===== config.mk =====
export PLATFORM = sky130hd
export DESIGN_NAME = gpib_remote_local_interface
export DESIGN_NICKNAME = d
export VERILOG_FILES = /design/src/hdl/gpib_remote_local_interface.v
export VERILOG_INCLUDE_DIRS = /design/src /design/src/hdl
export SDC_FILE = /design/constraint.sdc
export NUM_CORES = 1
export LEC_CHECK = 0
export ABC_CLOCK_PERIOD_IN_PS = 4900
export CAP_MARGIN = 25
export CORE_MARGIN = 5
export CORE_UTILIZATION = 50
export DETAILED_ROUTE_END_ITERATION = 12
export DONT_BUFFER_PORTS = 1
export HOLD_SLACK_MARGIN = 0.05
export PLACE_DENSITY = 0.65
export REMOVE_ABC_BUFFERS = 1
export SLEW_MARGIN = 15
export SYNTH_ARGS = -nofsm -noshare
export SYNTH_HDL_FRONTEND = slang
export SYNTH_SLANG_ARGS = --single-unit

===== constraint.sdc =====
create_clock -name CLK -period 4.9 [get_ports CLK]
set_input_delay 0.98 -clock CLK [delete_from_list [all_inputs] [get_ports CLK]]
set_output_delay 0.98 -clock CLK [all_outputs]
set_load 0.01 [all_outputs]

===== src/hdl/gpib_consts.vh =====
`ifndef GPIB_CONSTS_VH
`define GPIB_CONSTS_VH

// ==========================================================
// Register byte offsets
`define A_CTRL 8'h00
`define A_STAT 8'h04
`define A_TX 8'h08
`define A_RX 8'h0C
`define A_SRQ 8'h10

// ==========================================================
// Field positions, address limit and reset values
`define ST_CLR 8
`define ST_TRIG 9
`define RSV_BIT 6
`define EOI_BIT 8
`define ADDR_MAX 5'h1E
`define ADDR_RST 5'h01

// ==========================================================
// Bus answers
`define RESP_OK 2'h0
`define RESP_DEC 2'h3

// ==========================================================
// Interface commands, seven bits, parity ignored
`define CMD_GTL 7'h01
`define CMD_SDC 7'h04
`define CMD_GET 7'h08
`define CMD_LLO 7'h11
`define CMD_DCL 7'h14
`define CMD_SPE 7'h18
`define CMD_SPD 7'h19
`define CMD_UNL 7'h3F
`define GRP_LISTEN 2'h1
`define GRP_TALK 2'h2

// ==========================================================
// Timing: data settle time before DAV, in ns
`define T1_NS 2000
`define CLK_NS 25

`endif


===== src/hdl/gpib_remote_local_interface.v =====
// Design decisions made here: register access over AXI4-Lite and the placing of the registers.
`timescale 1ns/10ps
`include "gpib_consts.vh"

// What this block does
// - Primary address limited to 0 through 30
// - Full source handshake when talking
// - Full acceptor handshake when listening
// - Talker, serial poll, untalk on own listen
// - Listener, unlisten on own talk address
// - Service request and status byte on poll
// - Full remote/local with local lockout
// - No parallel poll answer at all
// - Device clear and group trigger handled
// - Never controller; addressed mode only
// - Remote enable moves local to remote
// - Remote ignores panel except output switch
// - Output switch returns local unless locked out
// - Mode changes keep all settings
// - Remote lamp lit only in remote
// - Local lockout disables switch return
// - Go-to-local as listener goes local
// - Clear discards input and output queue
// - Interface clear resets talker and listener
module gpib_remote_local_interface (
  input wire CLK, // 40 MHz clock
  input wire SYS_RST, // Async reset, high
  input wire [7:0] AWADDR, // Write address
  input wire AWVALID, // Write address valid
  output reg AWREADY, // Write address ready
  input wire [31:0] WDATA, // Write data
  input wire [3:0] WSTRB, // Byte enables
  input wire WVALID, // Write data valid
  output reg WREADY, // Write data ready
  output reg [1:0] BRESP, // Write answer
  output reg BVALID, // Write answer valid
  input wire BREADY, // Write answer ready
  input wire [7:0] ARADDR, // Read address
  input wire ARVALID, // Read address valid
  output reg ARREADY, // Read address ready
  output reg [31:0] RDATA, // Read data
  output reg [1:0] RRESP, // Read answer
  output reg RVALID, // Read data valid
  input wire RREADY, // Read data ready
  input wire [7:0] DIO_IN, // Data lines, pin level
  output reg [7:0] DIO_OUT, // Data drive level
  output reg DIO_OE_N, // Data drive enable, low
  input wire DAV_IN, // Data valid pin
  output reg DAV_OE_N, // Pull DAV low
  input wire NRFD_IN, // Not ready pin
  output reg NRFD_OE_N, // Pull NRFD low
  input wire NDAC_IN, // Not accepted pin
  output reg NDAC_OE_N, // Pull NDAC low
  input wire EOI_IN, // End pin
  output reg EOI_OE_N, // Pull EOI low
  output reg SRQ_OE_N, // Pull SRQ low
  input wire ATN_IN, // Attention pin
  input wire IFC_IN, // Interface clear pin
  input wire REN_IN, // Remote enable pin
  input wire OUT_SW_LOCAL, // Output switch at local
  output reg REMOTE_LED, // Remote lamp
  output reg PANEL_EN, // Dials and keys enabled
  output reg TRIG_PULSE, // Group trigger strobe
  output reg CLEAR_PULSE // Device clear strobe
);

  // ========================================================
  // States and timing
  localparam AH_RDY = 1'b0;
  localparam AH_GOT = 1'b1;
  localparam SH_IDLE = 2'd0;
  localparam SH_SET = 2'd1;
  localparam SH_ACC = 2'd2;
  localparam SH_END = 2'd3;
  // Least time, rounded up to whole cycles
  localparam integer SETTLE_FULL = (`T1_NS + `CLK_NS - 1) / `CLK_NS;
  localparam [6:0] SETTLE = SETTLE_FULL[6:0];

  // Address compare against own primary address
  function hit;
    input [6:0] c;
    input [1:0] grp;
    input [4:0] a;
    begin
      hit = (c == {grp, a});
    end
  endfunction

  function mapped;
    input [7:0] a;
    begin
      mapped = (a == `A_CTRL) || (a == `A_STAT) || (a == `A_TX) ||
               (a == `A_RX) || (a == `A_SRQ);
    end
  endfunction

  // ========================================================
  // Pin synchronisers
  reg [15:0] s1;
  reg [15:0] s2;
  reg ren_prev;
  reg sw_prev;
  wire [7:0] dio = ~s2[7:0];
  wire dav = ~s2[8];
  wire nrfd = ~s2[9];
  wire ndac = ~s2[10];
  wire eoi = ~s2[11];
  wire atn = ~s2[12];
  wire ifc = ~s2[13];
  wire ren = ~s2[14];
  wire sw_loc = s2[15];
  wire [6:0] cmd = dio[6:0];

  // Only the second stage is read by logic
  always @(posedge CLK or posedge SYS_RST) begin
    if (SYS_RST) begin
      s1 <= 16'hFFFF;
      s2 <= 16'hFFFF;
    end else begin
      s1 <= {OUT_SW_LOCAL, REN_IN, IFC_IN, ATN_IN, EOI_IN, NDAC_IN, NRFD_IN, DAV_IN, DIO_IN};
      s2 <= s1;
    end
  end

  // ========================================================
  // Register bus slave
  reg [7:0] wa;
  reg [31:0] wd;
  reg [3:0] ws;
  reg wr_en;
  reg rd_rx;
  reg [31:0] rd_mux;
  wire do_wr = ~AWREADY & ~WREADY & ~BVALID;

  // Core state, declared here for the read mux
  reg [4:0] addr;
  reg remote;
  reg lockout;
  reg lacs;
  reg tacs;
  reg spms;
  reg [7:0] rx_data;
  reg rx_end;
  reg rx_valid;
  reg evt_clr;
  reg evt_trig;
  reg ah_st;
  reg dclr;
  reg [7:0] tx_data;
  reg tx_eoi;
  reg tx_valid;
  reg [7:0] stb;
  reg rsv;
  reg [1:0] sh_st;
  reg [6:0] cnt;

  always @* begin
    case (ARADDR)
      `A_CTRL: rd_mux = {27'h000_0000, addr};
      `A_STAT: rd_mux = {22'h00_0000, evt_trig, evt_clr, rsv, tx_valid,
                         rx_valid, spms, tacs, lacs, lockout, remote};
      `A_TX: rd_mux = {23'h00_0000, tx_eoi, tx_data};
      `A_RX: rd_mux = {23'h00_0000, rx_end, rx_data};
      `A_SRQ: rd_mux = {24'h00_0000, stb[7], rsv, stb[5:0]};
      default: rd_mux = 32'h0000_0000;
    endcase
  end

  // Address and data may arrive in either order
  always @(posedge CLK or posedge SYS_RST) begin
    if (SYS_RST) begin
      AWREADY <= 1'b1;
      WREADY <= 1'b1;
      BVALID <= 1'b0;
      BRESP <= `RESP_OK;
      ARREADY <= 1'b1;
      RVALID <= 1'b0;
      RRESP <= `RESP_OK;
      RDATA <= 32'h0000_0000;
      wa <= 8'h00;
      wd <= 32'h0000_0000;
      ws <= 4'h0;
      wr_en <= 1'b0;
      rd_rx <= 1'b0;
    end else begin
      wr_en <= 1'b0;
      rd_rx <= 1'b0;
      if (AWVALID && AWREADY) begin
        wa <= AWADDR;
        AWREADY <= 1'b0;
      end
      if (WVALID && WREADY) begin
        wd <= WDATA;
        ws <= WSTRB;
        WREADY <= 1'b0;
      end
      if (do_wr) begin
        wr_en <= mapped(wa) & ws[0];
        BRESP <= mapped(wa) ? `RESP_OK : `RESP_DEC;
        BVALID <= 1'b1;
      end
      if (BVALID && BREADY) begin
        BVALID <= 1'b0;
        AWREADY <= 1'b1;
        WREADY <= 1'b1;
      end
      if (ARVALID && ARREADY) begin
        RDATA <= rd_mux;
        RRESP <= mapped(ARADDR) ? `RESP_OK : `RESP_DEC;
        rd_rx <= (ARADDR == `A_RX);
        RVALID <= 1'b1;
        ARREADY <= 1'b0;
      end
      if (RVALID && RREADY) begin
        RVALID <= 1'b0;
        ARREADY <= 1'b1;
      end
    end
  end

  // ========================================================
  // Acceptor, addressing, commands, remote/local
  wire ah_act = atn | lacs;
  wire ah_ready = atn | ~rx_valid;

  always @(posedge CLK or posedge SYS_RST) begin
    if (SYS_RST) begin
      addr <= `ADDR_RST;
      remote <= 1'b0;
      lockout <= 1'b0;
      lacs <= 1'b0;
      tacs <= 1'b0;
      spms <= 1'b0;
      rx_data <= 8'h00;
      rx_end <= 1'b0;
      rx_valid <= 1'b0;
      evt_clr <= 1'b0;
      evt_trig <= 1'b0;
      ah_st <= AH_RDY;
      dclr <= 1'b0;
      ren_prev <= 1'b0;
      // Matches the synchroniser reset level, so no false edge
      sw_prev <= 1'b1;
      NRFD_OE_N <= 1'b1;
      NDAC_OE_N <= 1'b1;
      REMOTE_LED <= 1'b0;
      PANEL_EN <= 1'b1;
      TRIG_PULSE <= 1'b0;
      CLEAR_PULSE <= 1'b0;
    end else begin
      TRIG_PULSE <= 1'b0;
      CLEAR_PULSE <= 1'b0;
      dclr <= 1'b0;
      ren_prev <= ren;
      sw_prev <= sw_loc;
      if (wr_en && wa == `A_CTRL && wd[4:0] <= `ADDR_MAX) begin
        addr <= wd[4:0];
      end
      if (rd_rx) begin
        rx_valid <= 1'b0;
      end
      // Clears come first so a same-cycle event wins
      if (wr_en && wa == `A_STAT) begin
        if (wd[`ST_CLR]) evt_clr <= 1'b0;
        if (wd[`ST_TRIG]) evt_trig <= 1'b0;
      end
      if (!ren) begin
        remote <= 1'b0;
        lockout <= 1'b0;
      end else if (ren && !ren_prev && !remote) begin
        remote <= 1'b1;
      end else if (remote && sw_loc && !sw_prev && !lockout) begin
        remote <= 1'b0;
      end
      if (ifc) begin
        lacs <= 1'b0;
        tacs <= 1'b0;
        spms <= 1'b0;
        ah_st <= AH_RDY;
      end else begin
        case (ah_st)
          AH_RDY: begin
            if (ah_act && ah_ready && dav) begin
              ah_st <= AH_GOT;
              if (atn) begin
                if (hit(cmd, `GRP_LISTEN, addr)) begin
                  lacs <= 1'b1;
                  tacs <= 1'b0;
                end else if (cmd == `CMD_UNL) begin
                  lacs <= 1'b0;
                end
                if (hit(cmd, `GRP_TALK, addr)) begin
                  tacs <= 1'b1;
                  lacs <= 1'b0;
                end else if (cmd[6:5] == `GRP_TALK) begin
                  tacs <= 1'b0;
                end
                case (cmd)
                  `CMD_GTL: if (lacs) remote <= 1'b0;
                  `CMD_LLO: if (ren) lockout <= 1'b1;
                  `CMD_SDC, `CMD_DCL: begin
                    if (lacs || cmd == `CMD_DCL) begin
                      dclr <= 1'b1;
                      CLEAR_PULSE <= 1'b1;
                      rx_valid <= 1'b0;
                      evt_clr <= 1'b1;
                    end
                  end
                  `CMD_GET: begin
                    if (lacs) begin
                      TRIG_PULSE <= 1'b1;
                      evt_trig <= 1'b1;
                    end
                  end
                  `CMD_SPE: spms <= 1'b1;
                  `CMD_SPD: spms <= 1'b0;
                  default: spms <= spms;
                endcase
              end else begin
                rx_data <= dio;
                rx_end <= eoi;
                rx_valid <= 1'b1;
              end
            end
          end
          AH_GOT: begin
            if (!dav) ah_st <= AH_RDY;
          end
          default: ah_st <= AH_RDY;
        endcase
      end
      // Lines held only while taking part
      NRFD_OE_N <= ~(ah_act & ~ifc & ~(ah_st == AH_RDY & ah_ready));
      NDAC_OE_N <= ~(ah_act & ~ifc & (ah_st == AH_RDY));
      REMOTE_LED <= remote;
      PANEL_EN <= ~remote;
    end
  end

  // ========================================================
  // Source handshake and service request
  // talks only when addressed, never drives ATN
  wire sh_go = tacs & ~atn & ~ifc & (spms | tx_valid);
  wire sh_abort = ifc | atn | ~tacs;
  wire [7:0] poll_byte = {stb[7], rsv, stb[5:0]};

  always @(posedge CLK or posedge SYS_RST) begin
    if (SYS_RST) begin
      tx_data <= 8'h00;
      tx_eoi <= 1'b0;
      tx_valid <= 1'b0;
      stb <= 8'h00;
      rsv <= 1'b0;
      sh_st <= SH_IDLE;
      cnt <= 7'h00;
      DIO_OUT <= 8'hFF;
      DIO_OE_N <= 1'b1;
      DAV_OE_N <= 1'b1;
      EOI_OE_N <= 1'b1;
      SRQ_OE_N <= 1'b1;
    end else begin
      case (sh_st)
        SH_IDLE: begin
          if (sh_go) begin
            DIO_OUT <= spms ? ~poll_byte : ~tx_data;
            EOI_OE_N <= ~(~spms & tx_eoi);
            cnt <= 7'h00;
            sh_st <= SH_SET;
          end
        end
        SH_SET: begin
          if (sh_abort) begin
            sh_st <= SH_IDLE;
          end else begin
            if (cnt != SETTLE) cnt <= cnt + 7'h01;
            if (cnt == SETTLE && !nrfd && ndac) sh_st <= SH_ACC;
          end
        end
        SH_ACC: begin
          if (sh_abort) begin
            sh_st <= SH_IDLE;
          end else if (!ndac) begin
            if (spms) rsv <= 1'b0;
            else tx_valid <= 1'b0;
            sh_st <= SH_END;
          end
        end
        SH_END: begin
          // Wait for acceptor to rearm before next byte
          if (sh_abort || ndac) sh_st <= SH_IDLE;
        end
        default: sh_st <= SH_IDLE;
      endcase
      if (dclr) tx_valid <= 1'b0;
      // Writes while busy are dropped, not queued
      if (wr_en && wa == `A_TX && !tx_valid) begin
        tx_data <= wd[7:0];
        tx_eoi <= wd[`EOI_BIT] & ws[1];
        tx_valid <= 1'b1;
      end
      if (wr_en && wa == `A_SRQ) begin
        stb <= wd[7:0];
        rsv <= wd[`RSV_BIT];
      end
      DIO_OE_N <= ~((sh_st == SH_SET) | (sh_st == SH_ACC)) | sh_abort;
      DAV_OE_N <= ~(sh_st == SH_ACC) | sh_abort;
      // EOI stands with the byte and drops together with DAV
      if ((sh_st == SH_IDLE && !sh_go) || sh_st == SH_END || sh_abort) EOI_OE_N <= 1'b1;
      SRQ_OE_N <= ~rsv;
    end
  end

endmodule


==> results.tsv, run 1 <==
metric	value	unit
fmaxAchievable	395	MHz
ff2ff_setup_slack	2.37	ns
num_vias	3637	
wl_per_cell	18.4	µm
cts_tree	yes	
clock_power_share	40.3	%
finalSetupTns	0	ns
route.detailed.drc	0	
start_kind	register	
synth_seq_area_share	59.8	%
initial_utilization	50.5	%
busiest_layer	met2	
power_density	448	mW/mm²
overflow	0	
worstSkewPairLatency	0.42	ns
skew	0.00684	ns
die_x	120	µm
reg2reg_from	wa[0]	
boundaryPins	134	
mostFrequentLayoutCells	dfrtp_1, dfstp_2, mux2_2	
firstDrtPassIters	5	
final.fill_count	1004	
grt_use_met2	28.0	%
diodes	0	
async_flop_share	100	%
ctsHtreeMaxLevel	4	
use_met1	21.3	%
cts_resized	0	
dp_hpwl	8410	µm
grt_pass1_vias	3830	
status	complete, no violations	
arrival	2.83	ns
min_period_over_period	51.6	%
cp_max_fo	12	
synth.avg_cell_area	12.3	µm²
combPwrFrac	9.3	%
io_buffers	0	
utilization	55.4	%
ir_worst_vdd	0.218	mV
internal_power	0.00220	W
cts.sinks	141	
core_area	0.0119	mm²
slowest_stage	or4b_4	
synthDistinctLibCells	50	
cp-end-kind	register	
final_cells	652	
ys_ff_latch	141	
cap_violations	0	
clockBufferDepth	2	
totalWireLength	12000	µm
place_inst	620	
antenna_found_initial	0	
clk_pin_slew_worst_paths	0.06	ns
leakagePower	2.85	nW
synth_edf_count	0	
grt_max_degree	105	
cp_cell_sequence	or4_4 > or4b_4 > or4b_4 > mux2_4	
drt.antenna.violating_nets	0	
min_from	s1[15]	
relSlewSlack	39.6	%
seqPwrFrac	50.4	%
crit_top_cell	or4b_4	
ys.flop_type	dfrtp_1	
hold_buffers	0	
seq_area	0.00359	mm²
die_h	120	µm
crit_type	reg2reg	
syn_area	0.00601	mm²
final_nets	573	
finalHoldViolations	0	
track_usage	17.5	%
grtUsageMet3	6.50	%
grt_pass1_wl	19300	µm
finalWorstSetupSlack	2.37	ns
die_area	0.0143	mm²
cts_setup_buffers	0	
gp_congestion	0.781	
drive_gt1_share	28.9	%
drtIter0Drc	212	
worst_slew_pin_slew	0.906	ns
multi_input_area	0.00218	mm²
yosysWarnings	0	
critPathRequiredTime	5.20	ns
final_common_cell	dfrtp_1	
synthToLayoutAreaGrowth	9.78	%
clockRootBuffer	clkbuf_16	
numCtsBuffers	17	
switchingPower	0.000760	W
synthCells	489	
rsz0062_at_grt	no	
setup_viol	0	
vias_per_cell	5.58	
sw_frac_of_total	25.7	%
holdCritPathClass	reg2reg	
startpoint	wa[0]	
dp_slack	2.37	ns
cpPeakStageDelay	0.63	ns
rows	40	
drv_slew	0	
post-route-min-period	2.53	ns
==> through the flow <==
step	hold WS, ns	instance area (µm²)	total power (W)
global placement	0.347	6040	0.00177
detailed placement	0.347	6050	0.00179
global route	0.353	6600	0.00310
CTS	0.350	6600	0.00299
finish	0.349	6600	0.00296
floorplan	0.345	5850	0.00170
==> power groups by stage <==
stage	registers [W]	clock network (W)	logic, W
finish	0.00149	0.00119	0.000274
floorplan	0.00146	0	0.000233
detailed placement	0.00152	0	0.000277
global placement	0.00151	0	0.000264
CTS	0.00150	0.00122	0.000278
global route	0.00152	0.00127	0.000309
==> path summary, 6_finish.rpt <==
kind	endpoint	depth (start not counted)
max reg2reg	tx_data[1]	4
min reg2reg	s2[15]	0
max	tx_data[1]	4
min	s2[15]	0
max in group asynchronous	DIO_OUT[7]	2
min in group asynchronous	TRIG_PULSE	1
==> routing by layer <==
layer	up-vias	wire length [µm]
li1	1684	-
met1	1800	5090
met2	135	5700
met3	18	947
met4	0	268
met5	-	0
==> sequential cells by signal, indices dropped and copies added (netlist names), 8 cells and up <==
name and cells:
s2 16, wd 10, s1 16, tx_data 8, rx_data 8, wa 8, DIO_OUT 8, RDATA 10
==> cell type report <==
class                           count  area share (%)
Tap cell                          147            2.79
Inverter                           20            1.21
Clock buffer                       21            6.97
Clock inverter                     11            1.42
Multi-Input combinational cell    310            33.0
Timing Repair Buffer                2           0.171
Sequential cell                   141            54.4
==> critical path, delay by kind of cell, from the launching register on <==
family	cells	cell delay (ns)
flip-flops	1	0.37
multiplexers	1	0.34
AND/OR/NAND/NOR	3	1.70
==> cell families after synthesis <==
group | after synthesis | share of synthesized area [%]
XOR/XNOR | 7 | 1.02
flip-flops | 141 | 59.8
AND/OR/NAND/NOR | 122 | 10.6
AO/OA/AOI/OAI | 83 | 8.84
other | 1 | 0.0624
buffers and inverters | 59 | 5.33
multiplexers | 70 | 13.1
adder cells (fa/ha/maj) | 6 | 1.25
==> synthesized netlist by cell type (3+ instances only) <==
| master | count | area (µm²) |
|---|---|---|
| nand2_1 | 38 | 143 |
| a31oi_1 | 4 | 25.0 |
| buf_4 | 24 | 180 |
| nor3_1 | 9 | 45.0 |
| inv_1 | 20 | 75.1 |
| mux2i_1 | 14 | 140 |
| clkbuf_1 | 12 | 45.0 |
| dfrtp_1 | 89 | 2230 |
| nor2_1 | 20 | 75.1 |
| nand3b_1 | 3 | 22.5 |
| nand2b_1 | 4 | 25.0 |
| o21a_1 | 7 | 52.6 |
| and3_1 | 4 | 25.0 |
| or2_2 | 3 | 18.8 |
| nor2b_1 | 3 | 18.8 |
| a21o_1 | 5 | 37.5 |
| or3_1 | 5 | 31.3 |
| mux2_2 | 51 | 574 |
| a22oi_1 | 11 | 82.6 |
| xor2_1 | 4 | 35.0 |
| ha_1 | 6 | 75.1 |
| nand3_1 | 13 | 65.1 |
| mux2_4 | 5 | 75.1 |
| xnor2_1 | 3 | 26.3 |
| o221ai_1 | 5 | 43.8 |
| a21oi_1 | 8 | 40.0 |
| dfstp_2 | 52 | 1370 |
| o21ai_0 | 34 | 170 |
| nand4_1 | 5 | 31.3 |
Power figures use the tool's default switching activity.
==> run 2: changes to the inputs <==
--- a/config.mk
+++ b/config.mk
@@ -6,14 +6,14 @@
 export SDC_FILE = /design/constraint.sdc
 export NUM_CORES = 1
 export LEC_CHECK = 0
-export ABC_CLOCK_PERIOD_IN_PS = 4900
+export ABC_CLOCK_PERIOD_IN_PS = 2400
 export CAP_MARGIN = 25
 export CORE_MARGIN = 5
 export CORE_UTILIZATION = 50
 export DETAILED_ROUTE_END_ITERATION = 12
 export DONT_BUFFER_PORTS = 1
 export HOLD_SLACK_MARGIN = 0.05
-export PLACE_DENSITY = 0.65
+export PLACE_DENSITY = 0.62
 export REMOVE_ABC_BUFFERS = 1
 export SLEW_MARGIN = 15
 export SYNTH_ARGS = -nofsm -noshare
==> constraint.sdc (replaced) <==
create_clock -name CLK -period 2.4 [get_ports CLK]
set_input_delay 0.48 -clock CLK [delete_from_list [all_inputs] [get_ports CLK]]
set_output_delay 0.48 -clock CLK [all_outputs]
set_load 0.01 [all_outputs]
==> results.tsv, run 2 (synthesis gave the netlist of run 1 again) <==
metric	value	unit	change
holdCritPathClass	in2reg		
cts.sinks	141		unchanged
route.detailed.drc	0		unchanged
grt_pass1_vias	3918		+2.3%
cp_cell_sequence	or4_4 > or4b_4 > buf_6 > or4_4 > mux2_4		
vias_per_cell	5.49		-1.7%
worst-path-buf-inv	1		+1
crit_top_cell	or4_4		
slowest_stage	or4_4		
worst_slew_pin_slew	0.623	ns	-0.282 ns
sw_frac_of_total	26.1	%	+0.41 points
initial_utilization	50.5	%	unchanged
min_path_cells	1		+1
setup_viol	14		+14
skew	0.00666	ns	-0.000180 ns
dp_hpwl	8730	µm	+3.9%
violations	negative setup slack		
final_nets	603		+5.2%
post_dp_cell_area	0.00614	mm²	+1.5%
numCtsBuffers	17		unchanged
clk_pin_slew_worst_paths	0.06	ns	about the same
cp_max_fo	5		-7
grt_pass1_wl	20700	µm	+7.0%
drv_slew	0		unchanged
gp_congestion	0.815		+4.3%
finalWorstSetupSlack	-0.100	ns	-2.47 ns
totalWireLength	12400	µm	+3.3%
min_period_over_period	104	%	+53 points
ir_worst_vdd	0.686	mV	+210%
utilization	58.2	%	+2.8 points
drtIter0Drc	203		-4.2%
io_buffers	0		unchanged
reg_top3	s1 x16, s2 x16		
combPwrFrac	10.0	%	+0.7 points
power_density	893	mW/mm²	+99%
overflow	0		unchanged
final_common_cell	dfrtp_1		
drive_gt1_share	31.0	%	+2.1 points
start_kind	register		
seqPwrFrac	49.5	%	-0.9 points
synthToLayoutAreaGrowth	15.3	%	
die_x	120	µm	unchanged
grt_max_degree	51		-51%
wl_per_cell	18.2	µm	-1.2%
cpPeakStageDelay	0.54	ns	-0.09 ns
cts_tree	yes		
clockRootBuffer	clkbuf_16		
rows	40		unchanged
total_power	0.00619	W	+110%
die_area	0.0143	mm²	unchanged
finalInstanceArea	0.00694	mm²	+5.1%
critPathRequiredTime	2.70	ns	-2.50 ns
boundaryPins	134		unchanged
drt.antenna.violating_nets	0		unchanged
switchingPower	0.00162	W	+110%
fmaxAchievable	400	MHz	+1.2%
crit_type	reg2reg		
num_vias	3741		+2.9%
firstDrtPassIters	4		-1
cp-end-kind	register		
clockBufferDepth	2		unchanged
critPathTopFamily	simple AND/OR/NAND/NOR gates		
relSlewSlack	57.4	%	+18 points
ctsHtreeMaxLevel	4		unchanged
post-route-min-period	2.50	ns	-0.0296 ns
worst-path-stages	5		+1
track_usage	18.7	%	+1.2 points
worstSkewPairLatency	0.42	ns	about the same
antenna_found_initial	0		unchanged
leakagePower	3.01	nW	+5.5%
cap_violations	0		unchanged
die_h	120	µm	unchanged
diodes	0		unchanged
arrival	2.80	ns	-0.03 ns
core_area	0.0119	mm²	unchanged
rr_worst_depth	5		+1
dp_slack	-0.113	ns	-2.48 ns
status	finished with violations		
internal_power	0.00458	W	+110%
finalHoldViolations	0		unchanged
clock_power_share	40.5	%	+0.2 points
mostFrequentLayoutCells	dfrtp_1, dfstp_2, mux2_2		
rsz0062_at_grt	yes		
-- run 2: cell types whose count changed in the layout (fill, tap and decap cells not counted), moves of 2 or more --
cell | previous run | this run
buf_4 | 1 | 11
buf_6 | 0 | 2
clkbuf_1 | 2 | 0
clkbuf_8 | 2 | 0
dlygate4sd3_1 | 0 | 17
o21ai_0 | 34 | 32
-- run 2: timing repair --
item / in CTS / in global routing
hold endpoints to repair: 47 / 0
setup endpoints to repair: 14 / 19
setup buffers: 2 / 0
gates resized for setup: 3 / 7
cloned: 1 / 0
pin swaps: 5 / 2
hold buffers: 17 / 0
-- run 2: power groups by stage --
stage               clock network (W)  logic (W)  registers, W
floorplan                           0   0.000475       0.00299
global placement                    0   0.000549       0.00308
detailed placement                  0   0.000574       0.00310
CTS                           0.00256   0.000624       0.00307
global route                  0.00268   0.000701       0.00313
finish                        0.00251   0.000619       0.00307
-- run 2: worst paths after layout --
kind / from / endpoint / slack [ns]
setup reg to reg: wa[5] / addr[1] / -0.10
hold reg to reg: s1[7] / s2[7] / 0.35
max in group asynchronous: SYS_RST / s2[9] / 1.08
setup / recovery: wa[5] / addr[1] / -0.10
min in group asynchronous: SYS_RST / lockout / 0.59
hold / removal: AWVALID / AWREADY / 0.12
-- run 2: cell type report --
cell class | instances | area, µm²
sequential | 141 | 3590
clock buffer | 17 | 425
fill | 1002 | 4980
inverter | 20 | 80.1
timing repair buffer | 31 | 295
multi-input combinational | 311 | 2210
tap | 147 | 184
clock inverter | 15 | 149
-- run 2: stage by stage --
step	TNS, ns	cells	hold WS, ns
final	-0.957	682	0.123
after global routing	-1.40	682	0.121
after CTS	-0.950	682	0.102
after detailed placement	-1.37	630	0.348
after global placement	-0.958	630	0.346
after floorplan	-198.23	471	0.345
-- run 2: metal layers --
metal	routed length, µm	vias to the layer above	GRT usage, %
li1	-	1761	-
met1	5280	1835	23.6
met2	6050	124	29.9
met3	826	21	5.66
met4	244	0	8.23
met5	0	-	0
==> run 3: changes to the inputs <==
--- a/config.mk
+++ b/config.mk
@@ -10,6 +10,7 @@
 export CAP_MARGIN = 25
 export CORE_MARGIN = 5
 export CORE_UTILIZATION = 50
+export CTS_BUF_LIST = sky130_fd_sc_hd__clkbuf_4 sky130_fd_sc_hd__clkbuf_8
 export DETAILED_ROUTE_END_ITERATION = 12
 export DONT_BUFFER_PORTS = 1
 export HOLD_SLACK_MARGIN = 0.05
==> results.tsv, run 3 (synthesis gave the netlist of run 1 again) <==
metric	value	unit	change
setup_viol	9		-5
ff2ff_setup_slack	-0.08	ns	+0.02 ns
totalWireLength	12200	µm	-1.6%
cp_cell_sequence	or4_4 > or4b_4 > or4b_4 > mux2_4		
drv_slew	0		unchanged
clk_pin_slew_worst_paths	0.07	ns	about the same
worstSkewPairLatency	0.45	ns	+0.03 ns
arrival	2.81	ns	about the same
cap_violations	0		unchanged
rr_worst_depth	4		-1
critPathRequiredTime	2.73	ns	+0.03 ns
grt_pass1_vias	3854		-1.6%
reg2reg_from	wa[0]		
holdCritPathClass	in2reg		
cpPeakStageDelay	0.59	ns	+0.05 ns
track_usage	18.3	%	-0.40 points
clockRootBuffer	clkbuf_8		
cp_max_fo	5		unchanged
worst-path-buf-inv	0		-1
die_x	120	µm	unchanged
overflow	0		unchanged
finalInstanceArea	0.00672	mm²	-3.1%
crit_top_cell	or4b_4		
core_area	0.0119	mm²	unchanged
numCtsBuffers	17		unchanged
worst_slew_pin_slew	0.579	ns	-0.0441 ns
worst-path-stages	4		-1
drtIter0Drc	148		-27%
cts.sinks	141		unchanged
crit_type	reg2reg		
post_dp_cell_area	0.00614	mm²	unchanged
slowest_stage	or4b_4		
finalWorstSetupSlack	-0.0768	ns	+0.0236 ns
die_area	0.0143	mm²	unchanged
dp_hpwl	8730	µm	unchanged
finalHoldWorstSlack	0.0876	ns	-0.0350 ns
ir_worst_vdd	0.492	mV	-28%
finalHoldViolations	0		unchanged
endpoint	tx_data[3]		
finalSetupTns	-0.368	ns	+0.588 ns
firstDrtPassIters	4		unchanged
reg_top3	s1 x16, s2 x16		
drt.antenna.violating_nets	0		unchanged
wl_per_cell	18.0	µm	-1.3%
final.fill_count	1043		+4.1%
boundaryPins	134		unchanged
final_common_cell	dfrtp_1		
relSlewSlack	60.4	%	+3.0 points
regToRegEndpoint	tx_data[3]		
cp-end-kind	register		
initial_utilization	50.5	%	unchanged
die_h	120	µm	unchanged
critPathTopFamily	simple AND/OR/NAND/NOR gates		
power_density	815	mW/mm²	-8.7%
gp_congestion	0.815		unchanged
dp_slack	-0.113	ns	unchanged
num_vias	3738		-0.080%
grt_pass1_wl	20200	µm	-2.2%
rsz0062_at_grt	yes		
fmaxAchievable	404	MHz	+0.95%
vias_per_cell	5.50		+0.21%
final_nets	601		-0.33%
io_buffers	0		unchanged
post-route-min-period	2.48	ns	-0.0236 ns
drive_gt1_share	30.6	%	-0.45 points
diodes	0		unchanged
leakagePower	2.91	nW	-3.4%
synthToLayoutAreaGrowth	11.7	%	
route.detailed.drc	0		unchanged
cts_tree	yes		
min_period_over_period	103	%	-0.98 points
mostFrequentLayoutCells	dfrtp_1, dfstp_2, mux2_2		
rows	40		unchanged
grt_max_degree	51		unchanged
skew	0.00888	ns	+0.00222 ns
antenna_found_initial	0		unchanged
status	finished with violations		
cts_setup_buffers	0		-2
violations	negative setup slack		
start_kind	register		
startpoint	wa[0]		
clockBufferDepth	2		unchanged
ctsHtreeMaxLevel	4		unchanged
-- run 3: changes by cell type in the layout (fill, tap and decap cells not counted), sizes merged --
cell	delta
buf	-2
-- run 3: how the worst min path moves through the flow --
| stage | startpoint | to | cells after the start |
|---|---|---|---|
| global placement | s1[10] | s2[10] | 0 |
| CTS | AWVALID | AWREADY | 1 |
| floorplan | s1[0] | s2[0] | 0 |
| detailed placement | s1[9] | s2[9] | 0 |
| finish | AWVALID | AWREADY | 1 |
| global route | AWVALID | AWREADY | 1 |
-- run 3: layout make-up --
type                       instances  area, µm²  share of cell area [%]
timing repair buffer              29        277                    4.12
inverter                          20       80.1                    1.19
clock buffer                      17        234                    3.48
multi-input combinational        311       2200                    32.8
sequential                       141       3590                    53.5
tap                              147        184                    2.74
clock inverter                    15        149                    2.22
-- run 3: repair_timing --
action | CTS | global route
endpoints found under the hold margin | 47 | 0
endpoints found under the setup margin | 14 | 18
cloned | 1 | 0
pin swaps | 3 | 2
gates resized for setup | 1 | 6
hold buffers | 17 | 0
-- run 3: worst register-to-register path: cells and delay by family (launching register included) --
family	cells	cell delay, ns
AND/OR/NAND/NOR	3	1.66
multiplexers	1	0.32
flip-flops	1	0.38
-- run 3: report_power, final --
part / total, W / leakage [nW] / internal [W] / switching [W]
Sequential: 0.00305 / 1.72 / 0.00272 / 0.000335
Combinational: 0.000596 / 1.01 / 0.000323 / 0.000273
Clock: 0.00183 / 0.184 / 0.000915 / 0.000912
Total: 0.00548 / 2.91 / 0.00396 / 0.00152
-- run 3: per-stage QoR --
step           std cells  power [W]  util [%]
3_3_place_gp         630    0.00363      51.5
6_report             680    0.00548      56.4
3_5_place_dp         630    0.00367      51.5
4_1_cts              680    0.00553      56.3
2_1_floorplan        471    0.00346         -
5_1_grt              680    0.00579      56.4
-- run 3: routing by layer --
metal | vias up | share of wire (%) | global-route usage (%)
met3 | 17 | 6.5 | 5.89
met1 | 1867 | 43 | 23.4
met2 | 108 | 48 | 28.8
li1 | 1746 | - | -
met5 | - | 0 | 0
met4 | 0 | 1.7 | 7.66
